`config.mk`:
```
export PLATFORM = sky130hd
export DESIGN_NAME = dsu_top
export DESIGN_NICKNAME = d
export VERILOG_FILES = /design/src/shared/dsu_pkg.sv /design/src/core/dsu_top.sv
export VERILOG_INCLUDE_DIRS = /design/src /design/src/shared
export SDC_FILE = /design/constraint.sdc
export NUM_CORES = 1
export LEC_CHECK = 0
export BUFFER_PORTS_ARGS = -buffer_cell sky130_fd_sc_hd__clkbuf_2
export CORE_MARGIN = 5
export CORE_UTILIZATION = 61
export DETAILED_ROUTE_END_ITERATION = 8
export PLACE_DENSITY = 0.79
export REMOVE_ABC_BUFFERS = 1
export SLEW_MARGIN = 30
export SYNTH_ARGS = -nofsm -noshare
export SYNTH_HDL_FRONTEND = slang
export SYNTH_HIERARCHICAL = 1
export SYNTH_SLANG_ARGS = --single-unit
```
`constraint.sdc`:
```
create_clock -name clk -period 4.7 [get_ports clk]
set_clock_uncertainty 0.05 [all_clocks]
set_input_delay 0.47 -clock clk [delete_from_list [all_inputs] [get_ports clk]]
set_output_delay 0.47 -clock clk [all_outputs]
set_load 0.005 [all_outputs]
```
`src/shared/dsu_map.svh`:
```
// Register offsets, field positions and timing constants of the dual serial port block
`ifndef DSU_MAP_SVH
`define DSU_MAP_SVH
// Byte offsets on the AHB-Lite slave
`define DSU_OFF_SCON0 12'h000
`define DSU_OFF_SBUF0 12'h004
`define DSU_OFF_SCON1 12'h008
`define DSU_OFF_SBUF1 12'h00C
`define DSU_OFF_TIMER2_CONTROL 12'h010
`define DSU_OFF_POWER_CONTROL_REG 12'h014
`define DSU_OFF_T1REL 12'h018
`define DSU_OFF_T2REL 12'h01C
// Serial control fields
`define DSU_SC_MODE_HI 7
`define DSU_SC_MODE_LO 6
`define DSU_SC_MPF 5
`define DSU_SC_REN 4
`define DSU_SC_TB8 3
`define DSU_SC_RB8 2
`define DSU_SC_TI 1
`define DSU_SC_RI 0
// Timer 2 control fields
`define DSU_T2_TF2 7
`define DSU_T2_EXF2 6
`define DSU_T2_RCLK 5
`define DSU_T2_TX_CLOCK_SELECT 4
`define DSU_T2_EXEN 3
`define DSU_T2_TR2 2
`define DSU_T2_CPRL 0
// Power control fields
`define DSU_PC_SMOD 7
`define DSU_PC_PORT2_RX_CLOCK_SELECT 5
`define DSU_PC_PORT2_TX_CLOCK_SELECT 4
// Prescale counts in oscillator clocks; shift count is half a bit time
`define DSU_DIV_SHIFT 4'h5
`define DSU_DIV_MACHINE 4'hB
`define DSU_DIV_FIX 6'h1F
`define DSU_DIV_FIX_FAST 6'h0F
// Oversample count per bit
`define DSU_OVS_LAST 4'hF
`define DSU_OVS_MID 4'h7
`define DSU_OVS_HALF 4'h7
`endif

```
`src/shared/dsu_pkg.sv`:
```
// Types shared by the dual serial port block
package dsu_pkg;
	typedef enum logic [1:0] {
		DSU_MODE_SHIFT = 2'b00,
		DSU_MODE_VAR8 = 2'b01,
		DSU_MODE_FIX9 = 2'b10,
		DSU_MODE_VAR9 = 2'b11
	} dsu_mode_t;
	typedef struct packed {
		logic rx;
		logic tx;
		logic rx_oe;
		logic rx_out;
	} dsu_pins_t;
	typedef struct packed {
		logic t1_ovf;
		logic t2_ovf;
		logic smod;
		logic rclk_sel;
		logic tx_clock_select_sel;
	} dsu_clk_t;
endpackage

```
`src/core/dsu_top.sv`:
```
// Dual serial port with shared baud timers behind an AHB-Lite slave
//
// The placing of the registers and the AHB-Lite interface to the registers are this design's own decisions.
`timescale 1ns/10ps
`include "dsu_map.svh"

// Function
// - Shift mode: bidirectional data, clock out, fosc/12
// - 8-bit frame: start, eight LSB first, stop
// - 8-bit receive stores stop bit as ninth
// - 9-bit frame sends tx_ninth_bit before stop
// - 9-bit receive keeps ninth, ignores stop
// - Fixed 9-bit rate fosc/32 or fosc/64
// - Variable 9-bit mode uses timer overflow rate
// - Transmitter and receiver run independently, except shift receive waits for transmit idle
// - Receive holding register buffers one byte
// - Data address: write transmit, read receive
// - Any data write starts transmission
// - Shift receive starts when RI clear, enabled
// - Async receive starts on start bit, enabled
// - Filter passes ninth-bit-one frames only
// - Filter ignored in shift mode
// - 8-bit filter needs valid stop bit
// - Port one receive clock select picks timer
// - Port one transmit clock select picks timer
// - Port two selects held in power control
// - Timer 2 overflow flag suppressed when serial
// - Serial use forces reload, blocks external trigger reload but still sets EXF2
// - TI at eighth bit end or stop start
// - RI at eighth bit end or mid stop
// - Timer 2 baud is overflow rate over sixteen
module dsu_top (
	input wire logic clk,
	input wire logic rst,
	input wire logic hsel,
	input wire logic [31:0] haddr,
	input wire logic [1:0] htrans,
	input wire logic hwrite,
	input wire logic [2:0] hsize,
	input wire logic [31:0] hwdata,
	input wire logic hready,
	output logic [31:0] hrdata,
	output logic hreadyout,
	output logic hresp,
	input wire logic p0_rx_in,
	output logic p0_rx_out,
	output logic p0_rx_oe,
	output logic p0_tx,
	input wire logic p1_rx_in,
	output logic p1_rx_out,
	output logic p1_rx_oe,
	output logic p1_tx,
	input wire logic t2_ext_trigger_pin,
	output logic t2_overflow_flag
);
	// =============================================
	// Bus slave
	logic wr_ph_q, rd_ph_q;
	logic [11:0] addr_q;
	logic [7:0] timer2_control_q, power_control_reg_q, t1rel_q;
	logic [15:0] t2rel_q;
	logic [7:0] scon0, scon1, sbuf0, sbuf1;
	logic take;
	assign take = hsel && hready && htrans[1];
	assign hreadyout = 1'b1;
	assign hresp = 1'b0;

	// Address phase capture
	always_ff @(posedge clk or posedge rst) begin
		if (rst) begin
			wr_ph_q <= 1'b0;
			rd_ph_q <= 1'b0;
			addr_q <= 12'h000;
		end else begin
			wr_ph_q <= take && hwrite;
			rd_ph_q <= take && !hwrite;
			addr_q <= haddr[11:0];
		end
	end

	function automatic logic hit(input logic [11:0] a, input logic [11:0] off, input logic ph);
		hit = ph && (a == off);
	endfunction

	logic w_scon0, w_sbuf0, w_scon1, w_sbuf1, rd_sbuf0, rd_sbuf1;
	assign w_scon0 = hit(addr_q, `DSU_OFF_SCON0, wr_ph_q);
	assign w_sbuf0 = hit(addr_q, `DSU_OFF_SBUF0, wr_ph_q);
	assign w_scon1 = hit(addr_q, `DSU_OFF_SCON1, wr_ph_q);
	assign w_sbuf1 = hit(addr_q, `DSU_OFF_SBUF1, wr_ph_q);
	assign rd_sbuf0 = hit(addr_q, `DSU_OFF_SBUF0, rd_ph_q);
	assign rd_sbuf1 = hit(addr_q, `DSU_OFF_SBUF1, rd_ph_q);

	// Read mux; unmapped words read zero
	always_comb begin
		hrdata = 32'h0000_0000;
		if (rd_ph_q) begin
			case (addr_q)
				`DSU_OFF_SCON0: hrdata = {24'h000000, scon0};
				`DSU_OFF_SBUF0: hrdata = {24'h000000, sbuf0};
				`DSU_OFF_SCON1: hrdata = {24'h000000, scon1};
				`DSU_OFF_SBUF1: hrdata = {24'h000000, sbuf1};
				`DSU_OFF_TIMER2_CONTROL: hrdata = {24'h000000, timer2_control_q};
				`DSU_OFF_POWER_CONTROL_REG: hrdata = {24'h000000, power_control_reg_q};
				`DSU_OFF_T1REL: hrdata = {24'h000000, t1rel_q};
				`DSU_OFF_T2REL: hrdata = {16'h0000, t2rel_q};
				default: hrdata = 32'h0000_0000;
			endcase
		end
	end

	// =============================================
	// Shared timers
	logic [3:0] mc_q;
	logic [7:0] t1_q;
	logic [15:0] t2_q;
	logic t1_ovf, t2_ovf, t2_serial, t2x_s1_q, t2x_s2_q, t2x_old_q, t2x_fall;
	assign t2_serial = timer2_control_q[`DSU_T2_RCLK] | timer2_control_q[`DSU_T2_TX_CLOCK_SELECT] |
		power_control_reg_q[`DSU_PC_PORT2_RX_CLOCK_SELECT] | power_control_reg_q[`DSU_PC_PORT2_TX_CLOCK_SELECT];
	assign t1_ovf = (mc_q == `DSU_DIV_MACHINE) && (t1_q == 8'hFF);
	// Timer 2 counts every oscillator clock while serving a port, else per machine cycle
	assign t2_ovf = timer2_control_q[`DSU_T2_TR2] && (t2_serial || mc_q == `DSU_DIV_MACHINE) && (t2_q == 16'hFFFF);
	assign t2x_fall = t2x_old_q && !t2x_s2_q;

	// Machine-cycle prescaler
	always_ff @(posedge clk or posedge rst) begin
		if (rst) mc_q <= 4'h0;
		else mc_q <= (mc_q == `DSU_DIV_MACHINE) ? 4'h0 : mc_q + 4'h1;
	end

	// Timer 1 as 8-bit auto-reload baud source
	always_ff @(posedge clk or posedge rst) begin
		if (rst) t1_q <= 8'h00;
		else if (mc_q == `DSU_DIV_MACHINE) t1_q <= t1_ovf ? t1rel_q : t1_q + 8'h01;
	end

	// External trigger pin synchroniser
	always_ff @(posedge clk or posedge rst) begin
		if (rst) begin
			t2x_s1_q <= 1'b1;
			t2x_s2_q <= 1'b1;
			t2x_old_q <= 1'b1;
		end else begin
			t2x_s1_q <= t2_ext_trigger_pin;
			t2x_s2_q <= t2x_s1_q;
			t2x_old_q <= t2x_s2_q;
		end
	end

	// Timer 2 counter: reload on overflow under serial use or with CPRL clear; pin reload blocked under serial use
	always_ff @(posedge clk or posedge rst) begin
		if (rst) t2_q <= 16'h0000;
		else if (t2_ovf && (t2_serial || !timer2_control_q[`DSU_T2_CPRL])) t2_q <= t2rel_q;
		else if (t2x_fall && timer2_control_q[`DSU_T2_EXEN] && !t2_serial && !timer2_control_q[`DSU_T2_CPRL]) t2_q <= t2rel_q;
		else if (timer2_control_q[`DSU_T2_TR2] && (t2_serial || mc_q == `DSU_DIV_MACHINE)) t2_q <= t2_q + 16'h0001;
	end

	// Control registers and timer 2 flags; hardware set wins over clear
	always_ff @(posedge clk or posedge rst) begin
		if (rst) begin
			timer2_control_q <= 8'h00;
			power_control_reg_q <= 8'h00;
			t1rel_q <= 8'h00;
			t2rel_q <= 16'h0000;
		end else begin
			if (hit(addr_q, `DSU_OFF_TIMER2_CONTROL, wr_ph_q)) timer2_control_q <= hwdata[7:0];
			if (hit(addr_q, `DSU_OFF_POWER_CONTROL_REG, wr_ph_q)) power_control_reg_q <= hwdata[7:0];
			if (hit(addr_q, `DSU_OFF_T1REL, wr_ph_q)) t1rel_q <= hwdata[7:0];
			if (hit(addr_q, `DSU_OFF_T2REL, wr_ph_q)) t2rel_q <= hwdata[15:0];
			if (t2_ovf && !t2_serial) timer2_control_q[`DSU_T2_TF2] <= 1'b1;
			if (t2x_fall && timer2_control_q[`DSU_T2_EXEN]) timer2_control_q[`DSU_T2_EXF2] <= 1'b1;
		end
	end
	assign t2_overflow_flag = timer2_control_q[`DSU_T2_TF2];

	// =============================================
	// Two identical ports
	dsu_pkg::dsu_clk_t c0, c1;
	dsu_pkg::dsu_pins_t pn0, pn1;
	assign c0 = '{t1_ovf: t1_ovf, t2_ovf: t2_ovf, smod: power_control_reg_q[`DSU_PC_SMOD],
		rclk_sel: timer2_control_q[`DSU_T2_RCLK], tx_clock_select_sel: timer2_control_q[`DSU_T2_TX_CLOCK_SELECT]};
	assign c1 = '{t1_ovf: t1_ovf, t2_ovf: t2_ovf, smod: power_control_reg_q[`DSU_PC_SMOD],
		rclk_sel: power_control_reg_q[`DSU_PC_PORT2_RX_CLOCK_SELECT], tx_clock_select_sel: power_control_reg_q[`DSU_PC_PORT2_TX_CLOCK_SELECT]};
	assign p0_rx_out = pn0.rx_out;
	assign p0_rx_oe = pn0.rx_oe;
	assign p0_tx = pn0.tx;
	assign p1_rx_out = pn1.rx_out;
	assign p1_rx_oe = pn1.rx_oe;
	assign p1_tx = pn1.tx;

	// Same module twice, no shared state but timers and the SMOD bit
	dsu_port u_port0 (
		.clk(clk), .rst(rst), .clks(c0), .rx_in(p0_rx_in), .pins(pn0),
		.w_ctl(w_scon0), .w_data(w_sbuf0), .rd_data(rd_sbuf0), .wdata(hwdata[7:0]),
		.ctl(scon0), .rdata(sbuf0)
	);
	dsu_port u_port1 (
		.clk(clk), .rst(rst), .clks(c1), .rx_in(p1_rx_in), .pins(pn1),
		.w_ctl(w_scon1), .w_data(w_sbuf1), .rd_data(rd_sbuf1), .wdata(hwdata[7:0]),
		.ctl(scon1), .rdata(sbuf1)
	);

	// No bus write pending, so only hardware could raise the flag
	property p_t2_no_tf2;
		@(posedge clk) disable iff (rst) t2_serial && !t2_overflow_flag && !wr_ph_q |=> !t2_overflow_flag;
	endproperty
	a_t2_no_tf2: assert property (p_t2_no_tf2) else $error("flag set under serial use");
	property p_t2_reload;
		@(posedge clk) disable iff (rst) t2_ovf && t2_serial |=> t2_q == $past(t2rel_q);
	endproperty
	a_t2_reload: assert property (p_t2_reload) else $error("timer 2 did not reload");
	property p_t2_pin_blocked;
		@(posedge clk) disable iff (rst) t2_serial && t2x_fall && !t2_ovf && timer2_control_q[`DSU_T2_TR2]
			|=> t2_q == $past(t2_q) + 16'h0001;
	endproperty
	a_t2_pin_blocked: assert property (p_t2_pin_blocked) else $error("pin reloaded timer 2");
endmodule

// Single serial port: control, shifters and receive buffer
module dsu_port (
	input wire logic clk,
	input wire logic rst,
	input wire dsu_pkg::dsu_clk_t clks,
	input wire logic rx_in,
	output dsu_pkg::dsu_pins_t pins,
	input wire logic w_ctl,
	input wire logic w_data,
	input wire logic rd_data,
	input wire logic [7:0] wdata,
	output logic [7:0] ctl,
	output logic [7:0] rdata
);
	typedef enum logic [1:0] {
		DSU_RX_IDLE = 2'b00,
		DSU_RX_BITS = 2'b01,
		DSU_RX_STOP = 2'b10
	} dsu_rx_st_t;
	logic [7:0] serial_control_reg_q, rbuf_q, tsh_q, rsh_q;
	logic [3:0] tcnt_q, rcnt_q, tovs_q, rovs_q, sdiv_q;
	logic [5:0] fdiv_q;
	logic tbusy_q, tx_q, r9_q, rxs1_q, rxs2_q, rxd_q, sclk_q, sclk_rx_q;
	dsu_rx_st_t rst_q;
	dsu_pkg::dsu_mode_t mode;
	logic is9, tick_fix, t_tick, r_tick, s_tick, t_bit, r_samp, start_det;
	logic set_ti, set_ri, ri_ok;
	logic rx_stop_ok;
	assign mode = dsu_pkg::dsu_mode_t'({serial_control_reg_q[`DSU_SC_MODE_HI], serial_control_reg_q[`DSU_SC_MODE_LO]});
	assign is9 = serial_control_reg_q[`DSU_SC_MODE_HI];
	assign ctl = serial_control_reg_q;
	assign rdata = rbuf_q;

	// Receive pin synchroniser, second stage onward is logic-visible
	always_ff @(posedge clk or posedge rst) begin
		if (rst) begin
			rxs1_q <= 1'b1;
			rxs2_q <= 1'b1;
			rxd_q <= 1'b1;
		end else begin
			rxs1_q <= rx_in;
			rxs2_q <= rxs1_q;
			rxd_q <= rxs2_q;
		end
	end

	// Baud prescalers: fosc/12 shift, fosc/2 or fosc/4 ticks (x16 gives /32, /64)
	always_ff @(posedge clk or posedge rst) begin
		if (rst) begin
			sdiv_q <= 4'h0;
			fdiv_q <= 6'h00;
		end else begin
			sdiv_q <= s_tick ? 4'h0 : sdiv_q + 4'h1;
			fdiv_q <= tick_fix ? 6'h00 : fdiv_q + 6'h01;
		end
	end
	assign s_tick = (sdiv_q == `DSU_DIV_SHIFT);
	// Fixed ticks at 16x bit rate
	assign tick_fix = clks.smod ? (fdiv_q[0] == 1'b1) : (fdiv_q[1:0] == 2'b11);
	// Variable ticks: timer 2 overflow at 16x, timer 1 overflow per 16x tick
	assign t_tick = (mode == dsu_pkg::DSU_MODE_FIX9) ? tick_fix :
		(clks.tx_clock_select_sel ? clks.t2_ovf : clks.t1_ovf);
	assign r_tick = (mode == dsu_pkg::DSU_MODE_FIX9) ? tick_fix :
		(clks.rclk_sel ? clks.t2_ovf : clks.t1_ovf);
	assign t_bit = t_tick && (tovs_q == `DSU_OVS_LAST);
	assign r_samp = r_tick && (rovs_q == `DSU_OVS_MID);
	// Falling edge only, so a low stop bit cannot restart the receiver
	assign start_det = (mode != dsu_pkg::DSU_MODE_SHIFT) && rst_q == DSU_RX_IDLE && rxd_q && !rxs2_q &&
		serial_control_reg_q[`DSU_SC_REN];

	// Transmitter: tcnt counts bits of frame; shift mode uses sclk phases
	always_ff @(posedge clk or posedge rst) begin
		if (rst) begin
			tbusy_q <= 1'b0;
			tx_q <= 1'b1;
			tsh_q <= 8'h00;
			tcnt_q <= 4'h0;
			tovs_q <= 4'h0;
			sclk_q <= 1'b1;
		end else if (w_data) begin
			tbusy_q <= 1'b1;
			tsh_q <= wdata;
			tcnt_q <= 4'h0;
			tovs_q <= 4'h0;
			tx_q <= (mode == dsu_pkg::DSU_MODE_SHIFT) ? 1'b1 : 1'b0;
		end else if (tbusy_q && mode != dsu_pkg::DSU_MODE_SHIFT) begin
			if (t_tick) tovs_q <= tovs_q + 4'h1;
			if (t_bit) begin
				tcnt_q <= tcnt_q + 4'h1;
				if (tcnt_q < 4'h8) begin
					tx_q <= tsh_q[0];
					tsh_q <= {1'b0, tsh_q[7:1]};
				end else if (tcnt_q == 4'h8 && is9) tx_q <= serial_control_reg_q[`DSU_SC_TB8];
				else if (tcnt_q == (is9 ? 4'h9 : 4'h8)) tx_q <= 1'b1;
				else tbusy_q <= 1'b0;
			end
		end else if (tbusy_q && s_tick) begin
			sclk_q <= !sclk_q;
			if (!sclk_q) begin
				tsh_q <= {1'b0, tsh_q[7:1]};
				tcnt_q <= tcnt_q + 4'h1;
				if (tcnt_q == 4'h7) tbusy_q <= 1'b0;
			end
		end
	end
	assign set_ti = (mode == dsu_pkg::DSU_MODE_SHIFT) ?
		(tbusy_q && s_tick && !sclk_q && tcnt_q == 4'h7) :
		(tbusy_q && t_bit && tcnt_q == (is9 ? 4'h9 : 4'h8));

	// Receiver: independent of transmitter state, except shift-mode start waits for tbusy_q low
	always_ff @(posedge clk or posedge rst) begin
		if (rst) begin
			rst_q <= DSU_RX_IDLE;
			rsh_q <= 8'h00;
			rcnt_q <= 4'h0;
			rovs_q <= 4'h0;
			r9_q <= 1'b0;
		end else begin
			case (rst_q)
				DSU_RX_IDLE: begin
					rovs_q <= 4'h0;
					rcnt_q <= 4'h0;
					if (start_det) rst_q <= DSU_RX_BITS;
					else if (mode == dsu_pkg::DSU_MODE_SHIFT && serial_control_reg_q[`DSU_SC_REN] &&
						!serial_control_reg_q[`DSU_SC_RI] && !tbusy_q) begin
						rst_q <= DSU_RX_BITS;
					end
				end
				DSU_RX_BITS: begin
					if (mode == dsu_pkg::DSU_MODE_SHIFT) begin
						if (s_tick && !sclk_rx_q) begin
							rsh_q <= {rxd_q, rsh_q[7:1]};
							rcnt_q <= rcnt_q + 4'h1;
							if (rcnt_q == 4'h7) rst_q <= DSU_RX_IDLE;
						end
					end else begin
						if (r_tick) rovs_q <= rovs_q + 4'h1;
						if (r_samp) begin
							rcnt_q <= rcnt_q + 4'h1;
							if (rcnt_q == 4'h0 && rxd_q) rst_q <= DSU_RX_IDLE; // false start
							else if (rcnt_q >= 4'h1 && rcnt_q <= 4'h8) rsh_q <= {rxd_q, rsh_q[7:1]};
							else if (rcnt_q == 4'h9 && is9) r9_q <= rxd_q;
							if (rcnt_q == (is9 ? 4'h9 : 4'h8)) rst_q <= DSU_RX_STOP;
						end
					end
				end
				DSU_RX_STOP: begin
					if (r_tick) rovs_q <= rovs_q + 4'h1;
					if (r_samp) rst_q <= DSU_RX_IDLE;
				end
				default: rst_q <= DSU_RX_IDLE;
			endcase
		end
	end

	// Shift-mode receive clock phase from a private toggle
	always_ff @(posedge clk or posedge rst) begin
		if (rst) sclk_rx_q <= 1'b1;
		else if (rst_q == DSU_RX_BITS && mode == dsu_pkg::DSU_MODE_SHIFT && s_tick) sclk_rx_q <= !sclk_rx_q;
		else if (rst_q != DSU_RX_BITS) sclk_rx_q <= 1'b1;
	end

	// Frame end and filter decision
	assign rx_stop_ok = rxd_q;
	always_comb begin
		set_ri = 1'b0;
		ri_ok = 1'b1;
		if (mode == dsu_pkg::DSU_MODE_SHIFT) begin
			set_ri = rst_q == DSU_RX_BITS && s_tick && !sclk_rx_q && rcnt_q == 4'h7;
		end else if (rst_q == DSU_RX_STOP && r_samp) begin
			if (is9) ri_ok = !serial_control_reg_q[`DSU_SC_MPF] || r9_q;
			else ri_ok = !serial_control_reg_q[`DSU_SC_MPF] || rx_stop_ok;
			set_ri = ri_ok && !serial_control_reg_q[`DSU_SC_RI];
		end
	end

	// Holding register loads only when previous byte was taken; later byte lost
	always_ff @(posedge clk or posedge rst) begin
		if (rst) rbuf_q <= 8'h00;
		else if (set_ri) rbuf_q <= (mode == dsu_pkg::DSU_MODE_SHIFT) ? {rxd_q, rsh_q[7:1]} : rsh_q;
	end

	// Control register; hardware sets beat software clears
	always_ff @(posedge clk or posedge rst) begin
		if (rst) serial_control_reg_q <= 8'h00;
		else begin
			if (w_ctl) serial_control_reg_q <= wdata;
			if (set_ti) serial_control_reg_q[`DSU_SC_TI] <= 1'b1;
			if (set_ri) begin
				serial_control_reg_q[`DSU_SC_RI] <= 1'b1;
				if (mode != dsu_pkg::DSU_MODE_SHIFT) serial_control_reg_q[`DSU_SC_RB8] <= is9 ? r9_q : rxd_q;
			end
		end
	end

	// Pins: shift clock on tx in shift mode, data driven on rx while sending
	assign pins.tx = (mode == dsu_pkg::DSU_MODE_SHIFT) ? (tbusy_q ? sclk_q : (rst_q == DSU_RX_BITS ? sclk_rx_q : 1'b1)) : tx_q;
	assign pins.rx_oe = (mode == dsu_pkg::DSU_MODE_SHIFT) && tbusy_q;
	assign pins.rx_out = tsh_q[0];
	assign pins.rx = rxd_q;

	property p_ti_8th;
		@(posedge clk) disable iff (rst) set_ti && !w_ctl |=> serial_control_reg_q[`DSU_SC_TI];
	endproperty
	a_ti_8th: assert property (p_ti_8th) else $error("transmit flag not set");
	property p_start_low;
		@(posedge clk) disable iff (rst) w_data && mode != dsu_pkg::DSU_MODE_SHIFT |=> !pins.tx;
	endproperty
	a_start_low: assert property (p_start_low) else $error("start bit not low");
	property p_mpf9;
		@(posedge clk) disable iff (rst) is9 && serial_control_reg_q[`DSU_SC_MPF] && !r9_q |-> !set_ri;
	endproperty
	a_mpf9: assert property (p_mpf9) else $error("filtered frame raised receive flag");
	property p_mpf8;
		@(posedge clk) disable iff (rst) mode == dsu_pkg::DSU_MODE_VAR8 && serial_control_reg_q[`DSU_SC_MPF] && set_ri |-> rxd_q;
	endproperty
	a_mpf8: assert property (p_mpf8) else $error("bad stop raised receive flag");
	property p_rb8_stop;
		@(posedge clk) disable iff (rst) mode == dsu_pkg::DSU_MODE_VAR8 && set_ri |=> serial_control_reg_q[`DSU_SC_RB8] == $past(rxd_q);
	endproperty
	a_rb8_stop: assert property (p_rb8_stop) else $error("stop bit not kept as ninth bit");
	property p_rx_en;
		@(posedge clk) disable iff (rst) rst_q == DSU_RX_IDLE && !serial_control_reg_q[`DSU_SC_REN] |=> rst_q == DSU_RX_IDLE;
	endproperty
	a_rx_en: assert property (p_rx_en) else $error("receive began while disabled");
	property p_buf;
		@(posedge clk) disable iff (rst) serial_control_reg_q[`DSU_SC_RI] && !w_ctl |=> $stable(rbuf_q);
	endproperty
	a_buf: assert property (p_buf) else $error("unread byte overwritten");
	c_tx: cover property (@(posedge clk) set_ti);
	c_rx: cover property (@(posedge clk) set_ri && is9);
	c_shift: cover property (@(posedge clk) set_ri && mode == dsu_pkg::DSU_MODE_SHIFT);
endmodule

```
==> Flow_metrics.wiki, run 1 <==
{| class="wikitable"
! Metric !! Value
|-
| Outcome || complete, no violations
|-
| Total clock buffers created by CTS || 24
|-
| Total power per unit cell area || 337 nW/um2
|-
| Area of the mapped netlist || 11700 um2
|-
| Height of the die || between 100 and 150 um
|-
| Share of power burned in the clock network || approximately 41%
|-
| Critical Path Max Stage Delay || 0.59 ns
|-
| Layout overhead on the synthesized area || 10.4%
|-
| Post-detailed-route count of antenna-violating nets || 0
|-
| Max VDD drop || 291 uV
|-
| Detail Placement HPWL || 18500 um
|-
| Slew HR || 42.2%
|-
| Required time at the endpoint of the critical path || roughly 5.1 ns
|-
| Setup Total Neg Slack || 0 ns
|-
| GR Overflow Total || 0
|-
| Vias post-DR || 8754
|-
| Crit-path leading delay family || simple AND/OR/NAND/NOR gates
|-
| Antenna violations before repair || 0
|-
| Area of the core || between 15000 and 20000 um2
|-
| Clk slew on worst S/H paths || about 0.060 ns
|-
| Wire length per cell || 19.2 um
|-
| Detailed-route vias per instance || roughly 6.3
|-
| CP max stage cell || sky130_fd_sc_hd__and3_1
|-
| Number of placement rows || 50
|-
| Final count of negative-setup-slack endpoints || 0
|-
| Clock tree from TritonCTS || done
|-
| Worst-skew pair later-pin latency || about 0.52 ns
|-
| Critical Path Fanout Max || 11
|-
| Residual DRC || 0
|-
| Psw || between 1 and 1.5 mW
|-
| Effective utilization at floorplan || around 62%
|-
| Buffers plus inverters on the worst setup path || 1
|-
| Classification of the worst setup path || register to register
|-
| Post-CTS setup buffer count || 0
|-
| Power Internal || approximately 3.2 mW
|-
| Global routing usage summed across all routing layers || around 25%
|-
| Pin count of the biggest net entering global routing || 65
|-
| Last weighted congestion value of the routability-driven placer || between 0.8 and 0.9
|-
| Root Buffer Master || sky130_fd_sc_hd__clkbuf_16
|-
| Number of iterations in the first detailed-routing pass || 5
|-
| Total die area || between 20000 and 25000 um2
|-
| Vias in the first global route || approximately 8600
|-
| Comb pwr share || 11.8%
|-
| Instance count after placement with tap cells included || between 1000 and 1500
|-
| Number of nets in the final layout || 1245
|-
| Final Max Tran Viols || 0
|-
| Horizontal die dimension || about 150 um
|-
| Transition time at the pin with the least slew margin || between 0.8 and 0.9 ns
|-
| Arrival time at the worst endpoint || roughly 4.1 ns
|-
| Final Cycle Share || about four fifths
|-
| Crit path time final || 3.74 ns
|-
| Detailed router's first-iteration violation count || between 700 and 800
|-
| Final antenna diode count || 0
|-
| Share of layout cells above drive strength 1 || 26.3%
|-
| Count of boundary I/O pins || about 120
|-
| Post-synthesis area per instance || about 11 um2
|-
| Highest clock frequency the design can meet || ~0.27 GHz
|-
| RSZ-0062 raised after global routing || no
|-
| Max-Cap Viols || 0
|-
| Capturing element type of the critical path || register
|-
| Total routed wirelength || 26700 um
|-
| Cell-by-cell listing of the critical path || ha_1, nand3b_1, buf_4, nor3_1, and3_1, mux2_2, o2bb2ai_2, a21oi_2, or3_1, mux2_4
|-
| # H-tree levels || 1
|-
| Layout Cells excl Fill || approximately 1400
|-
| Buffers added on ports || 59
|-
| Reg power frac || 47.0%
|-
| Final Hold Vio Count || 0
|-
| Proportion of total power due to net switching || a little over a quarter
|-
| Worst hold path type || input pin to register
|-
| Post-CTS Resized || 0
|-
| Static Leakage || about 5.8 nW
|-
| Clock Tree Buf Depth || 3
|-
| CTS sink count || roughly 210
|-
| Count of mapped cells out of synthesis || approximately 1100
|-
| Wire length of the first global-routing pass || between 40000 and 50000 um
|-
| Number of warning messages in the yosys log || 6
|-
| Setup crit start kind || register
|}
[worst register-to-register path, delay by kind of cell, from the launching register on]
kind	cells	cell delay, ns
and+or+nand+nor	4	1.80
adders and majority gates	1	0.22
DFF	1	0.36
AOI/OAI and AO/OA	2	0.31
buffers and inverters	1	0.18
muxes	2	0.71
[layout by cell type (no fill, tap or decap), types with 9 or more instances in the layout]
cell type / n
sky130_fd_sc_hd__mux2_2: 116
sky130_fd_sc_hd__a21oi_1: 30
sky130_fd_sc_hd__nor2b_1: 12
sky130_fd_sc_hd__nor2_1: 48
sky130_fd_sc_hd__inv_1: 37
sky130_fd_sc_hd__nor4_1: 9
sky130_fd_sc_hd__and3_1: 15
sky130_fd_sc_hd__xnor2_1: 15
sky130_fd_sc_hd__mux2i_1: 19
sky130_fd_sc_hd__nand2_1: 109
sky130_fd_sc_hd__conb_1: 18
sky130_fd_sc_hd__nand4_1: 12
sky130_fd_sc_hd__clkbuf_16: 25
sky130_fd_sc_hd__nor3_1: 16
sky130_fd_sc_hd__nand3b_1: 11
sky130_fd_sc_hd__nand3_1: 47
sky130_fd_sc_hd__and2_1: 15
sky130_fd_sc_hd__a22oi_1: 9
sky130_fd_sc_hd__ha_1: 27
sky130_fd_sc_hd__dlygate4sd3_1: 12
sky130_fd_sc_hd__nand2b_1: 10
sky130_fd_sc_hd__mux2_4: 15
sky130_fd_sc_hd__o21ai_0: 45
sky130_fd_sc_hd__dfstp_2: 15
sky130_fd_sc_hd__dfrtp_1: 197
sky130_fd_sc_hd__clkbuf_2: 59
[worst paths after layout]
check | from | endpoint | slack [ns] | depth (start not counted)
min reg2reg | u_port0/rxs1_q | u_port0/rxs2_q | 0.31 | 0
max | mc_q[0] | u_port0/rsh_q[0] | 0.96 | 10
max reg2reg | mc_q[0] | u_port0/rsh_q[0] | 0.96 | 10
min in group asynchronous | rst | timer2_control_q[7] | 0.09 | 2
max in group asynchronous | rst | addr_q[3] | 3.49 | 3
min | haddr[9] | addr_q[9] | 0.02 | 1
[cell type report]
cell class                 instances  area [um2]
multi-input combinational        784        5880
fill                            1361        5870
sequential                       213        5350
clock buffer                      34         699
timing repair buffer              78         468
tap                              234         293
inverter                          40         151
clock inverter                     9        56.3
[metal layers]
| layer | GRT usage, % | up-vias | part of all wire [%] |
|---|---|---|---|
| met5 | 0 | - | 0 |
| met2 | 39.5 | 334 | 47 |
| met4 | 7.58 | 0 | 2.6 |
| met3 | 3.72 | 70 | 7.0 |
| met1 | 34.6 | 4313 | 43 |
| li1 | - | 4037 | - |
[state kept, by name, summed over array words and instances (netlist names), 8 cells and up]
signal               flops
addr_q                  12
power_control_reg_q      8
t1_q                     8
t1rel_q                  8
t2_q                    16
t2rel_q                 16
timer2_control_q         8
u_port0/ctl              8
u_port0/rdata            8
u_port0/rsh_q            8
u_port0/tsh_q            8
u_port1/ctl              8
u_port1/rdata            8
u_port1/rsh_q            8
u_port1/tsh_q            8
[timing repair]
item / CTS / global route
endpoints found under the hold margin: 12 / 0
setup endpoints to repair: 0 / 0
hold buffers: 12 / 0
[power groups by stage]
stage / logic, mW / clock network [mW] / registers, mW
finish: 0.511 / 1.79 / 2.04
global route: 0.579 / 1.91 / 2.06
CTS: 0.509 / 1.82 / 2.04
detailed placement: 0.500 / 0 / 2.07
global placement: 0.484 / 0 / 2.06
floorplan: 0.382 / 0 / 2.04
[stage by stage]
stage / total power [mW] / instance area [um2] / hold WS [ns] / setup slack, ns / util (%)
floorplan: 2.42 / 11300 / 0.295 / 0.321 / -
global placement: 2.55 / 12000 / 0.296 / 1.13 / 64.0
detailed placement: 2.57 / 12000 / 0.298 / 1.04 / 64.0
CTS: 4.37 / 12900 / 0.000888 / 1.02 / 68.7
global route: 4.54 / 12900 / 0.00291 / 0.754 / 68.7
finish: 4.34 / 12900 / 0.0166 / 0.960 / 68.7
No activity file was read; power rests on OpenSTA's default activity.
==> run 2, diff against run 1 <==
--- a/config.mk
+++ b/config.mk
@@ -8,9 +8,9 @@
 export LEC_CHECK = 0
 export BUFFER_PORTS_ARGS = -buffer_cell sky130_fd_sc_hd__clkbuf_2
 export CORE_MARGIN = 5
-export CORE_UTILIZATION = 61
+export CORE_UTILIZATION = 54
 export DETAILED_ROUTE_END_ITERATION = 8
-export PLACE_DENSITY = 0.79
+export PLACE_DENSITY = 0.74
 export REMOVE_ABC_BUFFERS = 1
 export SLEW_MARGIN = 30
 export SYNTH_ARGS = -nofsm -noshare
==> constraint.sdc (replaced) <==
create_clock -name clk -period 3.2 [get_ports clk]
set_clock_uncertainty 0.05 [all_clocks]
set_input_delay 0.32 -clock clk [delete_from_list [all_inputs] [get_ports clk]]
set_output_delay 0.32 -clock clk [all_outputs]
set_load 0.005 [all_outputs]
==> run 2 against run 1 <==
Effect of this change:
- via count increased by 1.1%
- power increased by 58%
- sequential cell count unchanged
- non-clock buffer count increased by 38
- highest routed layer unchanged
- hold slack improved by 0.12 ns
- final area increased by 4.1%
- sequential share of layout area decreased by 1.6 points
- die area increased by 12%
- final cell count increased by 5.8%
- first-iteration DRC count decreased by 4.9%
- clock-buffer cell count decreased by 2
- register-to-register slack got worse by 0.87 ns
==> Flow_metrics.wiki, run 2 (same netlist as run 1, synthesis figures left out) <==
{| class="wikitable"
! Metric !! Value
|-
| Clock Tree Buf Depth || 3 (unchanged)
|-
| Root Buffer Master || sky130_fd_sc_hd__clkbuf_16 (unchanged)
|-
| Crit path time final || around 3.1 ns
|-
| Height of the die || 157 um (was 148 um)
|-
| Detailed router's first-iteration violation count || 758 (was 797)
|-
| Clock tree from TritonCTS || done (unchanged)
|-
| Antenna violations before repair || 0 (unchanged)
|-
| Max VDD drop || 379 uV (was 291 uV)
|-
| Required time at the endpoint of the critical path || 2.83 ns (was 5.05 ns)
|-
| Post-placement cell area || 12200 um2 (was 12000 um2)
|-
| Wire length of the first global-routing pass || 45700 um (was 44400 um)
|-
| Final design area excluding fillers || 13400 um2 (was 12900 um2)
|-
| Setup Total Neg Slack || 0 ns (unchanged)
|-
| Final Hold Vio Count || 0 (unchanged)
|-
| Last weighted congestion value of the routability-driven placer || 0.936 (was 0.895)
|-
| Worst-skew pair later-pin latency || 0.53 ns (was 0.52 ns)
|-
| GR Overflow Total || 0 (unchanged)
|-
| Final Max Tran Viols || 0 (unchanged)
|-
| Max-Cap Viols || 0 (unchanged)
|-
| CP max stage cell || sky130_fd_sc_hd__dfrtp_1 (was sky130_fd_sc_hd__and3_1)
|-
| Number of nets in the final layout || 1284 (was 1245)
|-
| Global routing usage summed across all routing layers || 22.8% (was 24.5%)
|-
| Wire length per cell || 19.0 um (was 19.2 um)
|-
| Residual DRC || 0 (unchanged)
|-
| Cell-by-cell listing of the critical path || buf_4, mux2_2, a22o_1, a22oi_1, a21oi_2, clkbuf_2 (was ha_1, nand3b_1, buf_4, nor3_1, and3_1, mux2_2, o2bb2ai_2, a21oi_2, or3_1, mux2_4)
|-
| Post-detailed-route count of antenna-violating nets || 0 (unchanged)
|-
| Static Leakage || 6.05 nW (was 5.80 nW)
|-
| Number of iterations in the first detailed-routing pass || 5 (unchanged)
|-
| Capturing element type of the critical path || output pin (was register)
|-
| Classification of the worst setup path || register to output pin (was register to register)
|-
| Pin count of the biggest net entering global routing || 52 (was 65)
|-
| Top Registers || t2_q (16), t2rel_q (16), addr_q (12) (unchanged)
|-
| Detailed-route vias per instance || 6.01 (was 6.29)
|-
| Final count of negative-setup-slack endpoints || 0 (unchanged)
|-
| Critical Path Max Stage Delay || 0.89 ns (was 0.59 ns)
|-
| Most frequent cells in the layout || sky130_fd_sc_hd__dfrtp_1, sky130_fd_sc_hd__mux2_2, sky130_fd_sc_hd__nand2_1 (unchanged)
|-
| Layout Cells excl Fill || 1473 (was 1392)
|-
| Share of layout cells above drive strength 1 || 27.5% (was 26.3%)
|-
| Vias in the first global route || 8768 (was 8582)
|-
| Arrival time at the worst endpoint || 2.75 ns (was 4.09 ns)
|-
| Setup crit start kind || register (unchanged)
|-
| Minimum setup slack among reg-to-reg paths || 0.09 ns (was 0.96 ns)
|-
| Total clock buffers created by CTS || 25 (was 24)
|-
| Worst Hold Slack || 0.138 ns (was 0.0166 ns)
|-
| CTS sink count || 213 (unchanged)
|-
| Total die area || 24700 um2 (was 22000 um2)
|-
| Highest clock frequency the design can meet || roughly 0.32 GHz
|-
| Instance count after placement with tap cells included || 1400 (was 1337)
|-
| Final antenna diode count || 0 (unchanged)
|-
| Commonest non-fill, non-tap cell in the layout || sky130_fd_sc_hd__dfrtp_1 (unchanged)
|-
| Clk slew on worst S/H paths || 0.06 ns (about the same)
|-
| Vias post-DR || 8854 (was 8754)
|-
| Count of boundary I/O pins || 118 (unchanged)
|-
| Post-CTS setup buffer count || 0 (unchanged)
|-
| Transition time at the pin with the least slew margin || 0.886 ns (was 0.868 ns)
|-
| Area of the core || 21200 um2 (was 18800 um2)
|-
| Horizontal die dimension || 157 um (was 148 um)
|-
| Final Cycle Share || between 90% and 100%
|-
| # H-tree levels || 1 (unchanged)
|-
| Outcome || complete, no violations (unchanged)
|-
| Number of placement rows || 53 (was 50)
|-
| Buffers added on ports || 59 (unchanged)
|-
| Slew HR || 40.7% (was 42.2%)
|-
| Layout overhead on the synthesized area || 15.0% (was 10.4%)
|-
| Critical Path Fanout Max || 21 (was 11)
|-
| Total routed wirelength || 28000 um (was 26700 um)
|-
| Total power per unit cell area || 510 nW/um2 (was 337 nW/um2)
|-
| Detail Placement HPWL || 19400 um (was 18500 um)
|-
| Effective utilization at floorplan || 55.2% (was 62.2%)
|-
| Worst hold path type || input pin to register (unchanged)
|}
==> run 2: cell count changes in the layout (fill, tap and decap cells not counted), sizes merged <==
| cell | change |
|---|---|
| clkinvlp | -1 |
| bufinv | +5 |
| inv | +1 |
| buf | +22 |
| clkinv | -1 |
| clkbuf | -2 |
| dlygate4sd3 | +16 |
==> run 2: report_power, final <==
part / switching, mW / internal (mW) / leakage, nW
Sequential: 0.154 / 2.84 / 2.69
Clock: 1.13 / 1.93 / 0.440
Combinational: 0.450 / 0.337 / 2.92
==> run 2: final cells by class <==
class,count,area (um2)
clock buffers,32,692
clock inverters,13,204
fillers,1642,7730
inverters,40,156
multi-input cells,784,5870
flip-flops and latches,213,5350
well taps,275,344
repair buffers,116,810
==> run 2: layer usage <==
layer | share of wire [%] | vias up | routed length (um) | global-route usage (%)
met1 | 43 | 4353 | 12000 | 31.9
met5 | 0 | - | 0 | 0
met2 | 48 | 316 | 13500 | 37.3
met3 | 6.4 | 60 | 1780 | 3.57
met4 | 2.5 | 0 | 705 | 6.35
li1 | - | 4125 | - | -
==> run 2: worst max-delay path: cells and delay by family, from the launching register on <==
family          cells  cell delay [ns]
flops               1             0.89
compound gates      3             0.59
buf+inv             2             0.41
mux                 1             0.34
==> run 2: path summary, 6_finish.rpt <==
path | cells past startpoint | startpoint | endpoint
min in group asynchronous | 3 | rst | u_port1/tsh_q[6]
min | 3 | hwdata[7] | u_port0/tsh_q[7]
min reg2reg | 0 | u_port0/rxs1_q | u_port0/rxs2_q
max in group asynchronous | 4 | rst | t2_q[3]
max reg2reg | 8 | power_control_reg_q[4] | u_port0/rdata[3]
max | 6 | addr_q[3] | hrdata[7]
==> run 2: timing repair <==
action,CTS,global route
hold endpoints to repair,146,0
hold buffers,28,0
endpoints found under the setup margin,0,7
resized for setup,0,3
==> run 2: stage by stage <==
stage	total power, mW	util [%]	worst slack (ns)
after floorplan	3.55	-	-1.18
after global placement	3.76	57.8	0.190
after detailed placement	3.79	57.9	0.148
after CTS	6.90	63.4	0.0403
after global routing	7.13	63.5	-0.0313
final	6.85	63.5	0.0767
==> run 3, diff against run 2 <==
--- a/config.mk
+++ b/config.mk
@@ -8,9 +8,10 @@
 export LEC_CHECK = 0
 export BUFFER_PORTS_ARGS = -buffer_cell sky130_fd_sc_hd__clkbuf_2
 export CORE_MARGIN = 5
-export CORE_UTILIZATION = 54
+export CORE_UTILIZATION = 56
+export CTS_BUF_LIST = sky130_fd_sc_hd__clkbuf_8
 export DETAILED_ROUTE_END_ITERATION = 8
-export PLACE_DENSITY = 0.74
+export PLACE_DENSITY = 0.76
 export REMOVE_ABC_BUFFERS = 1
 export SLEW_MARGIN = 30
 export SYNTH_ARGS = -nofsm -noshare
==> run 3 against run 2 <==
Effect of this change:
- wire length up 0.73%
- sequential power about the same
- sequential share of layout area up 0.061 points
- final area down 0.13%
- register-to-register slack about the same
- fmax up 0.72%
- sequential cell count unchanged
- die area down 3.3%
- global-route usage up 0.99 points
- final cell count up 1.5%
- clock power down 8.5%
- non-clock buffer count up 3
- critical endpoint is now u_port1/tsh_q[3]
- largest power group is now registers
- highest routed layer unchanged
==> Flow_metrics.wiki, run 3 (same netlist as run 1, synthesis figures left out) <==
{| class="wikitable"
! Metric !! Value
|-
| Global routing usage summed across all routing layers || 23.8% (was 22.8%)
|-
| Post-placement cell area || 12200 um2 (about the same)
|-
| Transition time at the pin with the least slew margin || 0.906 ns (was 0.886 ns)
|-
| Wire length of the first global-routing pass || 46600 um (was 45700 um)
|-
| CP max stage cell || sky130_fd_sc_hd__or4_1 (was sky130_fd_sc_hd__dfrtp_1)
|-
| Critical register-to-register path startpoint || power_control_reg_q[4] (unchanged)
|-
| # H-tree levels || 2 (was 1)
|-
| Comb pwr share || 12.0% (was 11.5%)
|-
| Final count of negative-setup-slack endpoints || 0 (unchanged)
|-
| Post-detailed-route count of antenna-violating nets || 0 (unchanged)
|-
| Outcome || complete, no violations (unchanged)
|-
| Reg power frac || 45.5% (was 43.7%)
|-
| Psw || 1.76 mW (was 1.74 mW)
|-
| Height of the die || 154 um (was 157 um)
|-
| Residual DRC || 0 (unchanged)
|-
| Wire length per cell || 18.9 um (was 19.0 um)
|-
| Detailed router's first-iteration violation count || 797 (was 758)
|-
| Total die area || 23800 um2 (was 24700 um2)
|-
| Classification of the worst setup path || register to register (was register to output pin)
|-
| Worst Hold Path Cells || 3 (unchanged)
|-
| Vias post-DR || 9082 (was 8854)
|-
| Layout overhead on the synthesized area || 14.8% (was 15.0%)
|-
| Crit path time final || 3.10 ns (was 3.12 ns)
|-
| Antenna violations before repair || 0 (unchanged)
|-
| Total power per unit cell area || 492 nW/um2 (was 510 nW/um2)
|-
| Met3 wire len || 2040 um (was 1780 um)
|-
| Max VDD drop || 329 uV (was 379 uV)
|-
| Most frequent cells in the layout || sky130_fd_sc_hd__dfrtp_1, sky130_fd_sc_hd__mux2_2, sky130_fd_sc_hd__nand2_1 (unchanged)
|-
| Slew HR || 39.4% (was 40.7%)
|-
| Horizontal die dimension || 154 um (was 157 um)
|-
| Effective utilization at floorplan || 57.3% (was 55.2%)
|-
| Final Cycle Share || 96.9% (was 97.6%)
|-
| Hold Path Sink || u_port0/tsh_q[7] (unchanged)
|-
| Clk slew on worst S/H paths || 0.06 ns (about the same)
|-
| Metal1 wirelength || 11900 um (was 12000 um)
|-
| Worst-skew pair later-pin latency || 0.54 ns (was 0.53 ns)
|-
| Total clock buffers created by CTS || 38 (was 25)
|-
| Proportion of total power due to net switching || 26.8% (was 25.4%)
|-
| Buffers added on ports || 59 (unchanged)
|-
| Static Leakage || 6.10 nW (was 6.05 nW)
|-
| Top Registers || t2_q (16), t2rel_q (16), addr_q (12) (unchanged)
|-
| Final design area excluding fillers || 13400 um2 (about the same)
|-
| Minimum setup slack among reg-to-reg paths || 0.1 ns (was 0.09 ns)
|-
| GR Overflow Total || 0 (unchanged)
|-
| Last weighted congestion value of the routability-driven placer || 0.929 (was 0.936)
|-
| Number of placement rows || 52 (was 53)
|-
| Max-Cap Viols || 0 (unchanged)
|-
| Commonest non-fill, non-tap cell in the layout || sky130_fd_sc_hd__dfrtp_1 (unchanged)
|-
| Worst hold path type || input pin to register (unchanged)
|-
| Hold path startpoint || hwdata[7] (unchanged)
|-
| Area of the core || 20400 um2 (was 21200 um2)
|-
| Total routed wirelength || 28200 um (was 28000 um)
|-
| Power Internal || 4.83 mW (was 5.11 mW)
|-
| Max layer used || met4 (unchanged)
|-
| R2r endpoint || u_port1/tsh_q[3] (was u_port0/rdata[3])
|-
| Highest clock frequency the design can meet || 0.322 GHz (was 0.320 GHz)
|-
| Capturing element type of the critical path || register (was output pin)
|-
| Critical Path Max Stage Delay || 0.62 ns (was 0.89 ns)
|-
| Setup crit start kind || register (unchanged)
|-
| Root Buffer Master || sky130_fd_sc_hd__clkbuf_8 (was sky130_fd_sc_hd__clkbuf_16)
|-
| Clock Tree Buf Depth || 3 (unchanged)
|-
| Final Hold Vio Count || 0 (unchanged)
|-
| Critical Path Fanout Max || 12 (was 21)
|-
| CTS sink count || 213 (unchanged)
|-
| Final design utilization || 65.8% (was 63.5%)
|-
| Detailed-route vias per instance || 6.07 (was 6.01)
|-
| Number of nets in the final layout || 1300 (was 1284)
|-
| Clock tree from TritonCTS || done (unchanged)
|-
| Vias in the first global route || 9005 (was 8768)
|-
| Pin count of the biggest net entering global routing || 52 (unchanged)
|-
| Final antenna diode count || 0 (unchanged)
|-
| Arrival time at the worst endpoint || 3.45 ns (was 2.75 ns)
|-
| Cell-by-cell listing of the critical path || or4_1, o21ai_1, nor2_4, mux2i_1, o22ai_2, nor2b_4, a211oi_4, buf_4, mux2_4 (was buf_4, mux2_2, a22o_1, a22oi_1, a21oi_2, clkbuf_2)
|-
| Number of iterations in the first detailed-routing pass || 5 (unchanged)
|-
| Post-CTS setup buffer count || 0 (unchanged)
|-
| Required time at the endpoint of the critical path || 3.55 ns (was 2.83 ns)
|-
| Met2 wire len || 13400 um (was 13500 um)
|-
| Count of boundary I/O pins || 118 (unchanged)
|-
| Detail Placement HPWL || 19200 um (was 19400 um)
|-
| Final Max Tran Viols || 0 (unchanged)
|-
| Depth of the most critical reg-to-reg path || 9 (was 8)
|-
| Share of power burned in the clock network || 42.6% (was 44.8%)
|-
| Share of layout cells above drive strength 1 || 28.8% (was 27.5%)
|}
run 3: cell count changes in the layout (fill, tap and decap cells not counted), moves of 2 or more:
cell and delta:
sky130_fd_sc_hd__clkbuf_8 +46, sky130_fd_sc_hd__clkbuf_16 -25, sky130_fd_sc_hd__inv_1 +7, sky130_fd_sc_hd__buf_4 +4, sky130_fd_sc_hd__clkbuf_1 -3, sky130_fd_sc_hd__clkinv_2 +3, sky130_fd_sc_hd__bufinv_16 -2, sky130_fd_sc_hd__inv_2 +2
sky130_fd_sc_hd__inv_4 -2, sky130_fd_sc_hd__inv_6 -2, sky130_fd_sc_hd__nor2_2 -2
run 3: metal layers:
layer / global-route usage, % / up-vias
met3: 3.63 / 79
li1: - / 4169
met2: 38.5 / 355
met4: 8.83 / 0
met1: 32.7 / 4479
met5: 0 / -
run 3: area by class of cell:
| class | count | area, um2 |
|---|---|---|
| clock buffers | 50 | 688 |
| repair buffers | 119 | 828 |
| clock inverters | 19 | 168 |
| flip-flops and latches | 213 | 5350 |
| fillers | 1549 | 6960 |
| well taps | 270 | 338 |
| multi-input cells | 784 | 5890 |
| inverters | 40 | 151 |
run 3: power by group through the flow:
stage	sequential (mW)	clock, mW	combinational, mW
finish	3.00	2.81	0.789
global route	3.01	2.99	0.886
CTS	2.99	2.85	0.783
detailed placement	3.03	0	0.754
global placement	3.03	0	0.739
floorplan	2.99	0	0.561
run 3: worst max path at each step:
| stage | cells past startpoint | slack [ns] | startpoint | endpoint |
|---|---|---|---|---|
| floorplan | 5 | -1.18 | addr_q[11] | u_port1/tsh_q[0] |
| global placement | 8 | 0.20 | power_control_reg_q[4] | u_port0/rdata[3] |
| detailed placement | 8 | 0.10 | power_control_reg_q[4] | u_port0/rdata[3] |
| CTS | 7 | 0.04 | addr_q[11] | hrdata[1] |
| global route | 9 | -0.009 | power_control_reg_q[4] | u_port1/tsh_q[3] |
| finish | 9 | 0.1 | power_control_reg_q[4] | u_port1/tsh_q[3] |
run 3: timing repair:
| item | 4_1_cts | 5_1_grt |
|---|---|---|
| setup endpoints to repair | 0 | 29 |
| endpoints found under the hold margin | 102 | 0 |
| gates resized for setup | 0 | 5 |
| hold buffers | 28 | 0 |
run 3: critical path, delay by kind of cell, from the launching register on:
| kind | cells | cell delay [ns] |
|---|---|---|
| AO/OA/AOI/OAI | 3 | 0.74 |
| buffers and inverters | 1 | 0.23 |
| flip-flops | 1 | 0.44 |
| multiplexers | 2 | 0.61 |
| AND/OR/NAND/NOR | 3 | 0.92 |
run 3: stage by stage:
stage	setup TNS, ns	hold WS (ns)	total power, mW	cells	setup slack (ns)
CTS	0	0.121	6.62	1495	0.0381
finish	0	0.142	6.59	1495	0.0990
detailed placement	0	0.293	3.79	1398	0.104
global route	-0.0117	0.151	6.89	1495	-0.00862
global placement	0	0.290	3.77	1398	0.197
floorplan	-17.60	0.274	3.55	1037	-1.18
